### src/inc/sl_pkg.sv
`default_nettype none
package sl_pkg;
    localparam int LANES = 3;
    localparam int SLOTS = 7;
    localparam int WORD_W = LANES * SLOTS;
    localparam int CLK_MHZ = 50;
    // serial slot length in system clocks, and where in the slot the receiver samples
    localparam int SLOT_CYC = 1;
    localparam int SAMPLE_OFS = SLOT_CYC / 2;
    // forwarded clock lane is high for the first slots of a frame
    localparam int CLK_HIGH_SLOTS = 4;
    // strobe stays low this long after new data, then rises mid-frame
    localparam int STROBE_LOW_CYC = (SLOTS * SLOT_CYC + 1) / 2;
    localparam int FIFO_DEPTH = 16;
    localparam int LOCK_MS = 10;
    localparam int LOCK_CYC = LOCK_MS * 1000 * CLK_MHZ;
    localparam int TX_PD_NS = 100;
    localparam int TX_PD_CYC = TX_PD_NS * CLK_MHZ / 1000;
    localparam int RX_PD_US = 1;
    localparam int RX_PD_CYC = RX_PD_US * CLK_MHZ;
    typedef enum logic {SL_IDLE, SL_SEND} sl_tx_state_t;
endpackage
`default_nettype wire

### src/hw/sl_sync.sv
`default_nettype none
module sl_sync #(
    parameter int WIDTH = 1
) (
    input wire logic clock,
    input wire logic srst,
    input wire logic [WIDTH-1:0] din,
    output logic [WIDTH-1:0] dout
);
    logic [WIDTH-1:0] meta_q;
    logic [WIDTH-1:0] sync_q;

    always_ff @(posedge clock) begin
        if (srst) begin
            meta_q <= '0;
            sync_q <= '0;
        end else begin
            meta_q <= din;
            sync_q <= meta_q;
        end
    end

    assign dout = sync_q;
endmodule
`default_nettype wire

### src/hw/sl_fifo.sv
`default_nettype none
module sl_fifo #(
    parameter int WIDTH = 21,
    parameter int DEPTH = 16
) (
    input wire logic clock,
    input wire logic srst,
    input wire logic in_valid,
    output logic in_ready,
    input wire logic [WIDTH-1:0] in_data,
    output logic out_valid,
    input wire logic out_ready,
    output logic [WIDTH-1:0] out_data
);
    localparam int AW = $clog2(DEPTH);
    logic [WIDTH-1:0] mem_q [DEPTH];
    logic [AW-1:0] wr_q;
    logic [AW-1:0] rd_q;
    logic [AW:0] cnt_q;
    logic push;
    logic pop;

    assign in_ready = (cnt_q != (AW+1)'(DEPTH));
    assign out_valid = (cnt_q != '0);
    assign push = in_valid & in_ready;
    assign pop = out_valid & out_ready;
    assign out_data = mem_q[rd_q];

    always_ff @(posedge clock) begin
        if (push) begin
            mem_q[wr_q] <= in_data;
        end
    end

    always_ff @(posedge clock) begin
        if (srst) begin
            wr_q <= '0;
            rd_q <= '0;
            cnt_q <= '0;
        end else begin
            if (push) begin
                wr_q <= (wr_q == AW'(DEPTH - 1)) ? '0 : wr_q + 1'b1;
            end
            if (pop) begin
                rd_q <= (rd_q == AW'(DEPTH - 1)) ? '0 : rd_q + 1'b1;
            end
            cnt_q <= cnt_q + (AW+1)'(push) - (AW+1)'(pop);
        end
    end
endmodule
`default_nettype wire

### src/hw/sl_link.sv
// Behaviour
// - transmitter captures all 21 bits every locked clock rise while the buffer has room
// - seven serial slots per lane per period
// - exactly three serial data lanes carry word
// - frame clock forwarded on a fourth lane
// - transmitter power-down floats serial outputs, stops
// - receiver power-down forces parallel outputs low
// - receiver power-down entry within one microsecond
// - receiver lock within 10 ms; words ignored before
// - receiver samples each bit slot in sequence
// - strobe clock runs at forwarded frame rate
// - transmitter lock within 10 ms; early data invalid
// - transmitter outputs float within 100 ns
// - outputs stable at the strobe rising edge
`default_nettype none
module sl_link #(
    parameter int unsigned LOCK_CYC = sl_pkg::LOCK_CYC,
    parameter int DEPTH = sl_pkg::FIFO_DEPTH
) (
    input wire logic clock,
    input wire logic srst,
    input wire logic tx_parallel_clock_in,
    input wire logic [sl_pkg::WORD_W-1:0] parallel_tx_inputs,
    input wire logic tx_power_down_n,
    output logic [sl_pkg::LANES-1:0] serial_data_lanes_out,
    output logic serial_data_lanes_oe_n,
    output logic forwarded_clock_lane_out,
    output logic forwarded_clock_lane_oe_n,
    output logic tx_fifo_ready,
    output logic tx_locked,
    input wire logic forwarded_clock_lane_in,
    input wire logic [sl_pkg::LANES-1:0] serial_data_lanes_in,
    input wire logic rx_power_down_n,
    output logic [sl_pkg::WORD_W-1:0] parallel_rx_outputs,
    output logic rx_strobe_clock_out,
    output logic rx_locked
);
    localparam int W = sl_pkg::WORD_W;
    localparam int LW = $clog2(LOCK_CYC + 1);
    localparam int SCW = $clog2(sl_pkg::SLOT_CYC + 1);
    localparam int STW = $clog2(sl_pkg::STROBE_LOW_CYC + 1);

    // one fixed lane/slot to word bit map, shared by both directions
    function automatic logic [4:0] bit_idx(input int lane, input logic [2:0] slot);
        bit_idx = 5'(lane * sl_pkg::SLOTS) + 5'(slot);
    endfunction

    function automatic logic [LW-1:0] lock_next(input logic [LW-1:0] cnt);
        lock_next = (cnt == LW'(LOCK_CYC)) ? cnt : cnt + 1'b1;
    endfunction

    // ---------------- transmit side ----------------
    logic [W-1:0] tx_data_s, fifo_out_data, tx_word_q;
    logic tx_clk_s, tx_pd_n_s, tx_clk_prev_q, tx_rise, tx_seen_q, tx_locked_q;
    logic [LW-1:0] tx_lock_cnt_q;
    logic push_valid, fifo_out_valid, fifo_out_ready, tx_slot_end, tx_frame_end;
    sl_pkg::sl_tx_state_t tx_state_q;
    logic [2:0] tx_slot_q;
    logic [SCW-1:0] tx_sub_q;
    logic [sl_pkg::LANES-1:0] lanes_q;
    logic fclk_q, oe_n_q, tx_load_q;

    sl_sync #(.WIDTH(W + 2)) u_tx_sync (
        .clock(clock),
        .srst(srst),
        .din({parallel_tx_inputs, tx_parallel_clock_in, tx_power_down_n}),
        .dout({tx_data_s, tx_clk_s, tx_pd_n_s})
    );

    assign tx_rise = tx_clk_s & ~tx_clk_prev_q;

    always_ff @(posedge clock) begin
        if (srst) begin
            tx_clk_prev_q <= 1'b0;
        end else begin
            tx_clk_prev_q <= tx_clk_s;
        end
    end

    // lock count restarts whenever the input clock is lost to power-down
    always_ff @(posedge clock) begin
        if (srst || !tx_pd_n_s) begin
            tx_seen_q <= 1'b0;
            tx_lock_cnt_q <= '0;
            tx_locked_q <= 1'b0;
        end else begin
            if (tx_rise) begin
                tx_seen_q <= 1'b1;
            end
            if (tx_seen_q) begin
                tx_lock_cnt_q <= lock_next(tx_lock_cnt_q);
            end
            tx_locked_q <= tx_seen_q && (tx_lock_cnt_q == LW'(LOCK_CYC));
        end
    end

    // words from before lock are never sent; a full buffer drops the word
    assign push_valid = tx_rise & tx_locked_q & tx_pd_n_s;

    sl_fifo #(.WIDTH(W), .DEPTH(DEPTH)) u_tx_fifo (
        .clock(clock),
        .srst(srst | ~tx_pd_n_s),
        .in_valid(push_valid),
        .in_ready(tx_fifo_ready),
        .in_data(tx_data_s),
        .out_valid(fifo_out_valid),
        .out_ready(fifo_out_ready),
        .out_data(fifo_out_data)
    );

    assign tx_slot_end = (tx_sub_q == SCW'(sl_pkg::SLOT_CYC - 1));
    assign tx_frame_end = tx_slot_end && (tx_slot_q == 3'(sl_pkg::SLOTS - 1));
    assign fifo_out_ready = tx_pd_n_s &&
        ((tx_state_q == sl_pkg::SL_IDLE) || (tx_state_q == sl_pkg::SL_SEND && tx_frame_end));

    always_ff @(posedge clock) begin
        if (srst || !tx_pd_n_s) begin
            tx_state_q <= sl_pkg::SL_IDLE;
            tx_word_q <= '0;
            tx_slot_q <= '0;
            tx_sub_q <= '0;
            lanes_q <= '0;
            fclk_q <= 1'b0;
            tx_load_q <= 1'b0;
        end else begin
            tx_load_q <= 1'b0;
            case (tx_state_q)
                sl_pkg::SL_IDLE, sl_pkg::SL_SEND: begin
                    if (fifo_out_valid && fifo_out_ready) begin
                        tx_state_q <= sl_pkg::SL_SEND;
                        tx_word_q <= fifo_out_data;
                        tx_slot_q <= '0;
                        tx_sub_q <= '0;
                        tx_load_q <= 1'b1;
                        fclk_q <= 1'b1;
                        for (int l = 0; l < sl_pkg::LANES; l++) begin
                            lanes_q[l] <= fifo_out_data[bit_idx(l, 3'd0)];
                        end
                    end else if (tx_state_q == sl_pkg::SL_SEND && tx_frame_end) begin
                        tx_state_q <= sl_pkg::SL_IDLE;
                        fclk_q <= 1'b0;
                        lanes_q <= '0;
                    end else if (tx_state_q == sl_pkg::SL_SEND && tx_slot_end) begin
                        tx_sub_q <= '0;
                        tx_slot_q <= tx_slot_q + 1'b1;
                        fclk_q <= (tx_slot_q + 1'b1) < 3'(sl_pkg::CLK_HIGH_SLOTS);
                        for (int l = 0; l < sl_pkg::LANES; l++) begin
                            lanes_q[l] <= tx_word_q[bit_idx(l, tx_slot_q + 1'b1)];
                        end
                    end else if (tx_state_q == sl_pkg::SL_SEND) begin
                        tx_sub_q <= tx_sub_q + 1'b1;
                    end
                end
                default: begin
                    tx_state_q <= sl_pkg::SL_IDLE;
                end
            endcase
        end
    end

    // two sync stages plus this flop keep the float well inside 100 ns
    always_ff @(posedge clock) begin
        if (srst) begin
            oe_n_q <= 1'b1;
        end else begin
            oe_n_q <= ~tx_pd_n_s;
        end
    end

    assign serial_data_lanes_out = lanes_q;
    assign forwarded_clock_lane_out = fclk_q;
    assign serial_data_lanes_oe_n = oe_n_q;
    assign forwarded_clock_lane_oe_n = oe_n_q;
    assign tx_locked = tx_locked_q;

    // ---------------- receive side ----------------
    logic rx_clk_s, rx_pd_n_s, rx_clk_prev_q, rx_rise, rx_seen_q, rx_locked_q, rx_active_q;
    logic [sl_pkg::LANES-1:0] rx_lanes_s;
    logic [LW-1:0] rx_lock_cnt_q;
    logic [2:0] rx_slot_q, cur_slot;
    logic [SCW-1:0] rx_sub_q, cur_sub;
    logic [W-1:0] acc_q, rx_out_q;
    logic rx_sample, done_q, upd_q, strobe_q;
    logic [STW-1:0] strobe_cnt_q;

    sl_sync #(.WIDTH(sl_pkg::LANES + 2)) u_rx_sync (
        .clock(clock),
        .srst(srst),
        .din({serial_data_lanes_in, forwarded_clock_lane_in, rx_power_down_n}),
        .dout({rx_lanes_s, rx_clk_s, rx_pd_n_s})
    );

    assign rx_rise = rx_clk_s & ~rx_clk_prev_q;

    always_ff @(posedge clock) begin
        if (srst) begin
            rx_clk_prev_q <= 1'b0;
        end else begin
            rx_clk_prev_q <= rx_clk_s;
        end
    end

    always_ff @(posedge clock) begin
        if (srst || !rx_pd_n_s) begin
            rx_seen_q <= 1'b0;
            rx_lock_cnt_q <= '0;
            rx_locked_q <= 1'b0;
        end else begin
            if (rx_rise) begin
                rx_seen_q <= 1'b1;
            end
            if (rx_seen_q) begin
                rx_lock_cnt_q <= lock_next(rx_lock_cnt_q);
            end
            rx_locked_q <= rx_seen_q && (rx_lock_cnt_q == LW'(LOCK_CYC));
        end
    end

    // clock and lanes share the same sync delay, so slot 0 is present at the edge
    assign cur_slot = rx_rise ? 3'd0 : rx_slot_q;
    assign cur_sub = rx_rise ? '0 : rx_sub_q;
    assign rx_sample = (rx_rise || rx_active_q) && (cur_sub == SCW'(sl_pkg::SAMPLE_OFS));

    always_ff @(posedge clock) begin
        if (srst || !rx_pd_n_s) begin
            rx_active_q <= 1'b0;
            rx_slot_q <= '0;
            rx_sub_q <= '0;
            acc_q <= '0;
            done_q <= 1'b0;
        end else begin
            done_q <= 1'b0;
            if (rx_rise || rx_active_q) begin
                if (rx_sample) begin
                    for (int l = 0; l < sl_pkg::LANES; l++) begin
                        acc_q[bit_idx(l, cur_slot)] <= rx_lanes_s[l];
                    end
                end
                if (cur_sub == SCW'(sl_pkg::SLOT_CYC - 1)) begin
                    rx_sub_q <= '0;
                    rx_slot_q <= cur_slot + 1'b1;
                    if (cur_slot == 3'(sl_pkg::SLOTS - 1)) begin
                        rx_active_q <= 1'b0;
                        done_q <= 1'b1;
                    end else begin
                        rx_active_q <= 1'b1;
                    end
                end else begin
                    rx_sub_q <= cur_sub + 1'b1;
                    rx_slot_q <= cur_slot;
                    rx_active_q <= 1'b1;
                end
            end
        end
    end

    // outputs change with the strobe low; it rises mid-frame so data has settled
    always_ff @(posedge clock) begin
        if (srst || !rx_pd_n_s) begin
            rx_out_q <= '0;
            strobe_q <= 1'b0;
            strobe_cnt_q <= '0;
            upd_q <= 1'b0;
        end else begin
            upd_q <= 1'b0;
            if (done_q && rx_locked_q) begin
                rx_out_q <= acc_q;
                strobe_q <= 1'b0;
                strobe_cnt_q <= STW'(sl_pkg::STROBE_LOW_CYC);
                upd_q <= 1'b1;
            end else if (strobe_cnt_q != '0) begin
                strobe_cnt_q <= strobe_cnt_q - 1'b1;
                strobe_q <= (strobe_cnt_q == STW'(1));
            end
        end
    end

    assign parallel_rx_outputs = rx_out_q;
    assign rx_strobe_clock_out = strobe_q;
    assign rx_locked = rx_locked_q;
endmodule
`default_nettype wire

### config.mk
export PLATFORM = sky130hd
export DESIGN_NAME = sl_link
export DESIGN_NICKNAME = d
export VERILOG_FILES = /design/src/inc/sl_pkg.sv /design/src/hw/sl_sync.sv /design/src/hw/sl_fifo.sv /design/src/hw/sl_link.sv
export SDC_FILE = /design/constraint.sdc
export NUM_CORES = 1
export LEC_CHECK = 0
export ABC_AREA = 1
export BUFFER_PORTS_ARGS = -buffer_cell sky130_fd_sc_hd__buf_4
export CAP_MARGIN = 20
export CORE_MARGIN = 1.5
export CORE_UTILIZATION = 57
export CTS_CLUSTER_SIZE = 24
export DETAILED_ROUTE_END_ITERATION = 10
export GPL_TIMING_DRIVEN = 0
export PLACE_DENSITY = 0.76
export SYNTH_ARGS = -nofsm -noshare
export SYNTH_HDL_FRONTEND = slang
export SYNTH_HIERARCHICAL = 1
export SYNTH_SLANG_ARGS = --single-unit
export TNS_END_PERCENT = 100
### constraint.sdc
create_clock -name clock -period 3.3 [get_ports clock]
set_input_delay 0.66 -clock clock [delete_from_list [all_inputs] [get_ports clock]]
set_output_delay 0.66 -clock clock [all_outputs]
set_load 0.01 [all_outputs]
After elaboration in Yosys (flattened, before gate mapping):

Memories as Yosys holds them, arrays and structs flattened. A register that Yosys moved wholly into a read port is not among the register bits.
Cells that the tools add are included.

* bits in writable memories: 336
* memories kept: 1
* logic and storage cells: 154
* output and inout bits: 31
* bits of input ports: 30
* bits in registers: 196

Memories
* u_tx_fifo.mem_q: words 16, width 21, rd ports 1, clocked after memory_dff 1, write ports 1, line sl_fifo.sv:16 `logic [WIDTH-1:0] mem_q [DEPTH];`

* reduce and logical (&&, ||, !) cells: 32
* add/sub/neg operators: 15
* muxes and demuxes: 40
* magnitude comparators: 10
* eq/ne operators: 8
* bitwise logic cells: 17

Operator list (number)
* bitwise mux 21 bit: 3
* adder 19 x 1 -> 19 bit (second input constant): 2
* == test 19 bit (second input constant): 2
* two-way mux 3 bit: 7
* two-way mux 1 bit: 20
* two-way mux 4 bit: 4
* logical AND 1 bit: 12
* less-than comparator 3 x 6 -> 1 bit (second input constant): 2
* less-than comparator 4 x 6 -> 1 bit (second input constant): 2
* less-than comparator 5 x 6 -> 1 bit (second input constant): 2
* adder 4 x 3 -> 5 bit (first input constant): 2
* binary-select mux 1 bit (select 5 bit): 2
* demux 1 bit (select 5 bit): 2
* NOT 1 bit: 10
* AND reduction 2 bit: 5
* adder 3 x 3 -> 4 bit (first input constant): 2
* adder 4 x 1 -> 4 bit (second input constant): 2
* == test 4 bit (second input constant): 2
* adder 3 x 1 -> 3 bit (second input constant): 2
* AND 1 bit: 6
* == test 3 bit (second input constant): 2
* nonzero test 2 bit: 3
* nonzero test 3 bit: 2
* adder 5 x 1 -> 5 bit: 1
* other kinds (17): 23

Longest topological paths before layout:

* depth after elaboration: 10
* gate-level depth with buffers: 21

Cells and area by module:

The synthesis kept the hierarchy.

By module, submodules not included
* sl_fifo: seq. area each 10430.0 um^2, instances 1, area an instance 15036.9 um^2, cells an instance 1381
* sl_link: seq. area each 2522.4 um^2, instances 1, area an instance 6789.0 um^2, cells an instance 1034
* sl_sync at u_tx_sync: seq. area each 920.9 um^2, instances 1, area an instance 1322.5 um^2, cells an instance 143
* sl_sync at u_rx_sync: seq. area each 200.2 um^2, instances 1, area an instance 286.5 um^2, cells an instance 31

Worst setup path before layout:

No wires, ideal clock.

* path type: reg-to-reg
* from: register tx_slot_q[0]
* to: register u_tx_fifo.cnt_q[4]
* period minus slack after synthesis: 2886 ps
* buffers on the path: 3
* setup slack: 414 ps
* stages on the path, launching flop included: 21
* arrival: 2773 ps
* cell sequence: dfxtp_1 > buf_2 > inv_1 > buf_2 > ha_1 > nand3_1 > a21oi_1 > buf_2 > nand2_1 > inv_1 > ha_1 > inv_1 > ha_1 > inv_1 > fa_1 > inv_1 > nand2_1 > nand2_1 > a21oi_1 > nor2_1 > nor2_1

* cells in the longest elaborated chain, start to end: 7

RTL lines
* start, declared: line sl_link.sv:58 `logic [2:0] tx_slot_q;`
* start signal, assigned: line sl_link.sv:145 `tx_slot_q <= tx_slot_q + 1'b1;`
* == test 3 bit: line sl_link.sv:112 `assign tx_frame_end = tx_slot_end && (tx_slot_q == 3'(sl_pkg::SLOTS - 1));`
* logical AND 1 bit: line sl_link.sv:112
* logical AND 1 bit: line sl_link.sv:114 `((tx_state_q == sl_pkg::SL_IDLE) || (tx_state_q == sl_pkg::SL_SEND && tx_frame_end));`
* logical OR 1 bit: line sl_link.sv:114
* logical AND 1 bit: line sl_link.sv:113 `assign fifo_out_ready = tx_pd_n_s &&`
* net fifo_out_ready: line sl_link.sv:56 `logic push_valid, fifo_out_valid, fifo_out_ready, tx_slot_end, tx_frame_end;`
* AND 1 bit: line sl_fifo.sv:26 `assign pop = out_valid & out_ready;`
* subtractor 5 x 1 -> 5 bit: line sl_fifo.sv:47 `cnt_q <= cnt_q + (AW+1)'(push) - (AW+1)'(pop);`
* end signal, assigned: line sl_fifo.sv:47
* end, declared: line sl_fifo.sv:19 `logic [AW:0] cnt_q;`

The timed path passes the listed nets, and every way through them passes these cells.
A chain may end at the register's enable or synchronous reset.

Final worst setup path:

* from: register u_tx_sync.sync_q[1] (netlist: u_tx_sync/dout[1])
* to: memory u_tx_fifo.mem_q[5][18] (enable)

* cells in the longest elaborated chain, start to end: 6

RTL lines
* start, declared: line sl_sync.sv:11 `logic [WIDTH-1:0] sync_q;`
* start signal, assigned: line sl_sync.sv:19 `sync_q <= meta_q;`
* AND 1 bit: line sl_link.sv:70 `assign tx_rise = tx_clk_s & ~tx_clk_prev_q;`
* AND 1 bit (2 in a row): line sl_link.sv:98 `assign push_valid = tx_rise & tx_locked_q & tx_pd_n_s;`
* net push_valid: line sl_link.sv:56
* AND 1 bit: line sl_fifo.sv:25 `assign push = in_valid & in_ready;`
* two-way mux 1 bit: line sl_fifo.sv:30 `if (push) begin`
* two-way mux 1 bit (implied by the code): line sl_fifo.sv:31 `mem_q[wr_q] <= in_data;`
* end, declared: line sl_fifo.sv:16

The timed path passes the listed nets, and every way through them passes these cells.

==> results.toml <==
[run_status]
run_status = "complete, no violations"

[timing]
slew-limit-headroom_pct = 37.65
tightest_slew_ns = 0.9340
finalSetupViolations = 0
fin_crit_sh_pct = 96.26
period_minus_slack_ns = 3.177
finalWorstSetupSlack_ns = 0.1234
fin_skew_ns = 0.02835
clock.fmax_mhz = 314.8
drv_slew = 0
hold_violations = 0

[synth]
ys_seq_elements = 535
ys_warn_count = 6
syn_avg_cell_area_sq_um = 9.052
synth_top_cell_by_area = "edfxtp_1"
synth_area_leaders = "edfxtp_1, dfxtp_1, nand2_1"
syn-num-nets = 2652
ys_types = 42
syn-cell-area_sq_um = 23430
synthCells = 2589
ys_seq_area_share_pct = 60.05
synth.top_cell.area_share_pct = 43.05

[final_layout]
nets = 2789
drive_above_1_share_pct = 10.83
final_cell_mix = "nand2_1, edfxtp_1, nand3_1, inv_1, nor2_1"
syn_to_final_growth_pct = 13.71
final_common_cell = "nand2_1"
fill_cells = 3187
diodes = 0

[clock_network]
cts_tree = "built"
htree_levels = 2
clock_sinks = 535
cts_max_path_buffers = 3
root_buffer = "clkbuf_16"
worst_skew_pair.late_latency_ns = 0.61
cts_made_buffers = 54
clk_pin_slew_worst_paths_ns = 0.06

[place]
dp_hpwl_um = 41140
place_ws_ns = -0.1428
gp_congestion = 0.9295
placement.io_buffers = 60

[die]
die_h_um = 205.8
fp.dieW_um = 205.8
initial_core_util_pct = 57.52
floorplan.rows = 74
die-area_sq_um = 42340
core_area_sq_um = 40740
pin_count = 61

[global_route]
antenna_found_initial = 0
grt_first_pass_wirelength_um = 91820
grt_max_degree = 17
grt-ovfl-total = 0
first_global_vias = 16930
grtUsageTotal_pct = 28.61

[pwr]
combPwrFrac_pct = 1.0
p_switching_mw = 2.709
p_seq_share_pct = 55.3
vdd_drop_max_v = 0.0004163
total_power_mw = 12.98
p_int_mw = 10.27
switching_share_pct = 20.87
powerDensity_nw_per_um2 = 487.0
pwr-share-clk_pct = 43.6
power_leakage_nw = 10.76

[route]
drc = 0
routedWlPerCell_um = 18.25
finalWirelength_um = 60260
first_pass_iters = 6
initialDrtViolationCount = 1842
avgViaCountPerCell = 5.469
final_antenna_net_count = 0
vias = 18060

[setup_path]
end_kind = "register"
critPathArrivalTime_ns = 3.48
start_kind = "register"
cp_data_required_time_ns = 3.60
critPathMaxFanout = 12
setup.worst_path.class = "reg -> reg"

[worst_hold_path]
hold_class = "in -> reg"

[job]
maxCapViolCount = 0
[path summary, 6_finish.rpt]
check,cells past startpoint,slack [ns],end,start
max,8,0.12,u_tx_fifo/mem_q[5][18],u_tx_sync/dout[1]
min,3,0.25,u_tx_sync/meta_q[19],parallel_tx_inputs[17]
max reg2reg,8,0.12,u_tx_fifo/mem_q[5][18],u_tx_sync/dout[1]
min reg2reg,2,0.40,u_rx_sync/dout[3],u_rx_sync/meta_q[3]
[power by group through the flow]
stage                     clock network [mW]  registers [mW]  logic [mW]
after floorplan                            0            7.28      0.0773
after global placement                     0            7.32       0.127
after detailed placement                   0            7.32       0.131
after CTS                               5.74            7.18       0.132
after global routing                    5.98            7.18       0.151
final                                   5.66            7.18       0.135
[cells by family (layout without fill, tap and decap cells)]
family	count (synthesis)	after routing	share of synthesized area (%)
flip-flops	535	535	60.05
adder cells (fa/ha/maj)	33	33	1.794
XOR/XNOR	32	32	1.196
AO/OA/AOI/OAI	198	198	4.389
buffers and inverters	409	590	7.816
AND/OR/NAND/NOR	1382	1382	24.75
[routing by layer]
| layer | share of wire (%) | vias to the layer above | wire length [um] | GRT usage [%] |
|---|---|---|---|---|
| met5 | 0 | - | 0 | 0 |
| met4 | 4.6 | 0 | 2762 | 13.43 |
| met3 | 9.9 | 163 | 5958 | 5.369 |
| met2 | 46 | 907 | 27590 | 45.89 |
| met1 | 40 | 8356 | 23940 | 37.64 |
| li1 | - | 8634 | - | - |
[cells in the mapped netlist]
master,instances
xor2_1,21
buf_2,38
or2_0,3
nand2_4,1
o21ai_1,9
clkbuf_2,4
inv_2,2
buf_1,5
a211oi_1,2
nand4_1,6
o21ai_0,67
xnor2_1,11
a21oi_2,3
o211ai_1,7
clkbuf_1,33
buf_8,1
inv_1,288
or2_1,16
or2_2,24
dfxtp_1,199
and3_4,1
nand3b_1,2
nor2_1,277
nand2_1,730
nor3b_1,2
nor3_1,10
buf_4,9
nor2_2,2
a21oi_1,107
buf_6,24
nand3b_4,1
fa_1,1
nand2_2,5
nor2_4,1
nand3_1,299
buf_12,1
clkinv_1,3
nand2_8,2
inv_4,1
ha_1,32
o22ai_1,3
edfxtp_1,336
[critical path, stage by stage (launching register included)]
cell and delay [ns]:
dfxtp_1 0.45, inv_1 0.09, or2_2 0.30, nor2_1 0.27
nand2_1 0.29, inv_1 0.25, nand2_1 0.21, nor2_2 0.75
buf_8 0.25
[flip-flops by register name (all words and copies together), names as in the netlist, 4 cells and up, named ones only]
signal	count
u_tx_fifo/cnt_q	5
u_tx_fifo/mem_q	336
u_rx_sync/meta_q	5
u_tx_fifo/rd_q	4
tx_word_q	21
rx_lock_cnt_q	19
u_rx_sync/dout	5
acc_q	21
u_tx_fifo/wr_q	4
tx_lock_cnt_q	19
u_tx_sync/dout	23
u_tx_sync/meta_q	23
parallel_rx_outputs	21
[stage by stage]
step / hold WS [ns] / setup TNS, ns / instance area (sq um) / utilization [%] / cells
floorplan: 0.3883 / 0 / 23440 / - / 2589
global placement: 0.3902 / -140.22 / 24550 / 60.26 / 3181
detailed placement: 0.3948 / -0.1428 / 24930 / 61.20 / 3197
CTS: 0.2199 / 0 / 26600 / 65.29 / 3298
global route: 0.2376 / -0.009254 / 26650 / 65.41 / 3302
finish: 0.2460 / 0 / 26650 / 65.41 / 3302
[area by class of cell]
type	instances	area, sq um	share of cell area, %
sequential	535	14070	52.81
multi-input combinational	1645	7586	28.47
clock buffer	66	1429	5.362
inverter	294	1106	4.151
timing repair buffer	81	828.3	3.108
buffer	115	738.2	2.770
tap	532	665.6	2.498
clock inverter	34	221.5	0.8311
[what timing repair did]
item / 4_1_cts / 5_1_grt
setup buffers: 1 / 4
setup endpoints to repair: 1 / 1
resized for setup: 3 / 5
pin swaps: 1 / 1
endpoints found under the hold margin: 0 / 0
hold buffers: 0 / 0
Power figures use the tool's default switching activity.
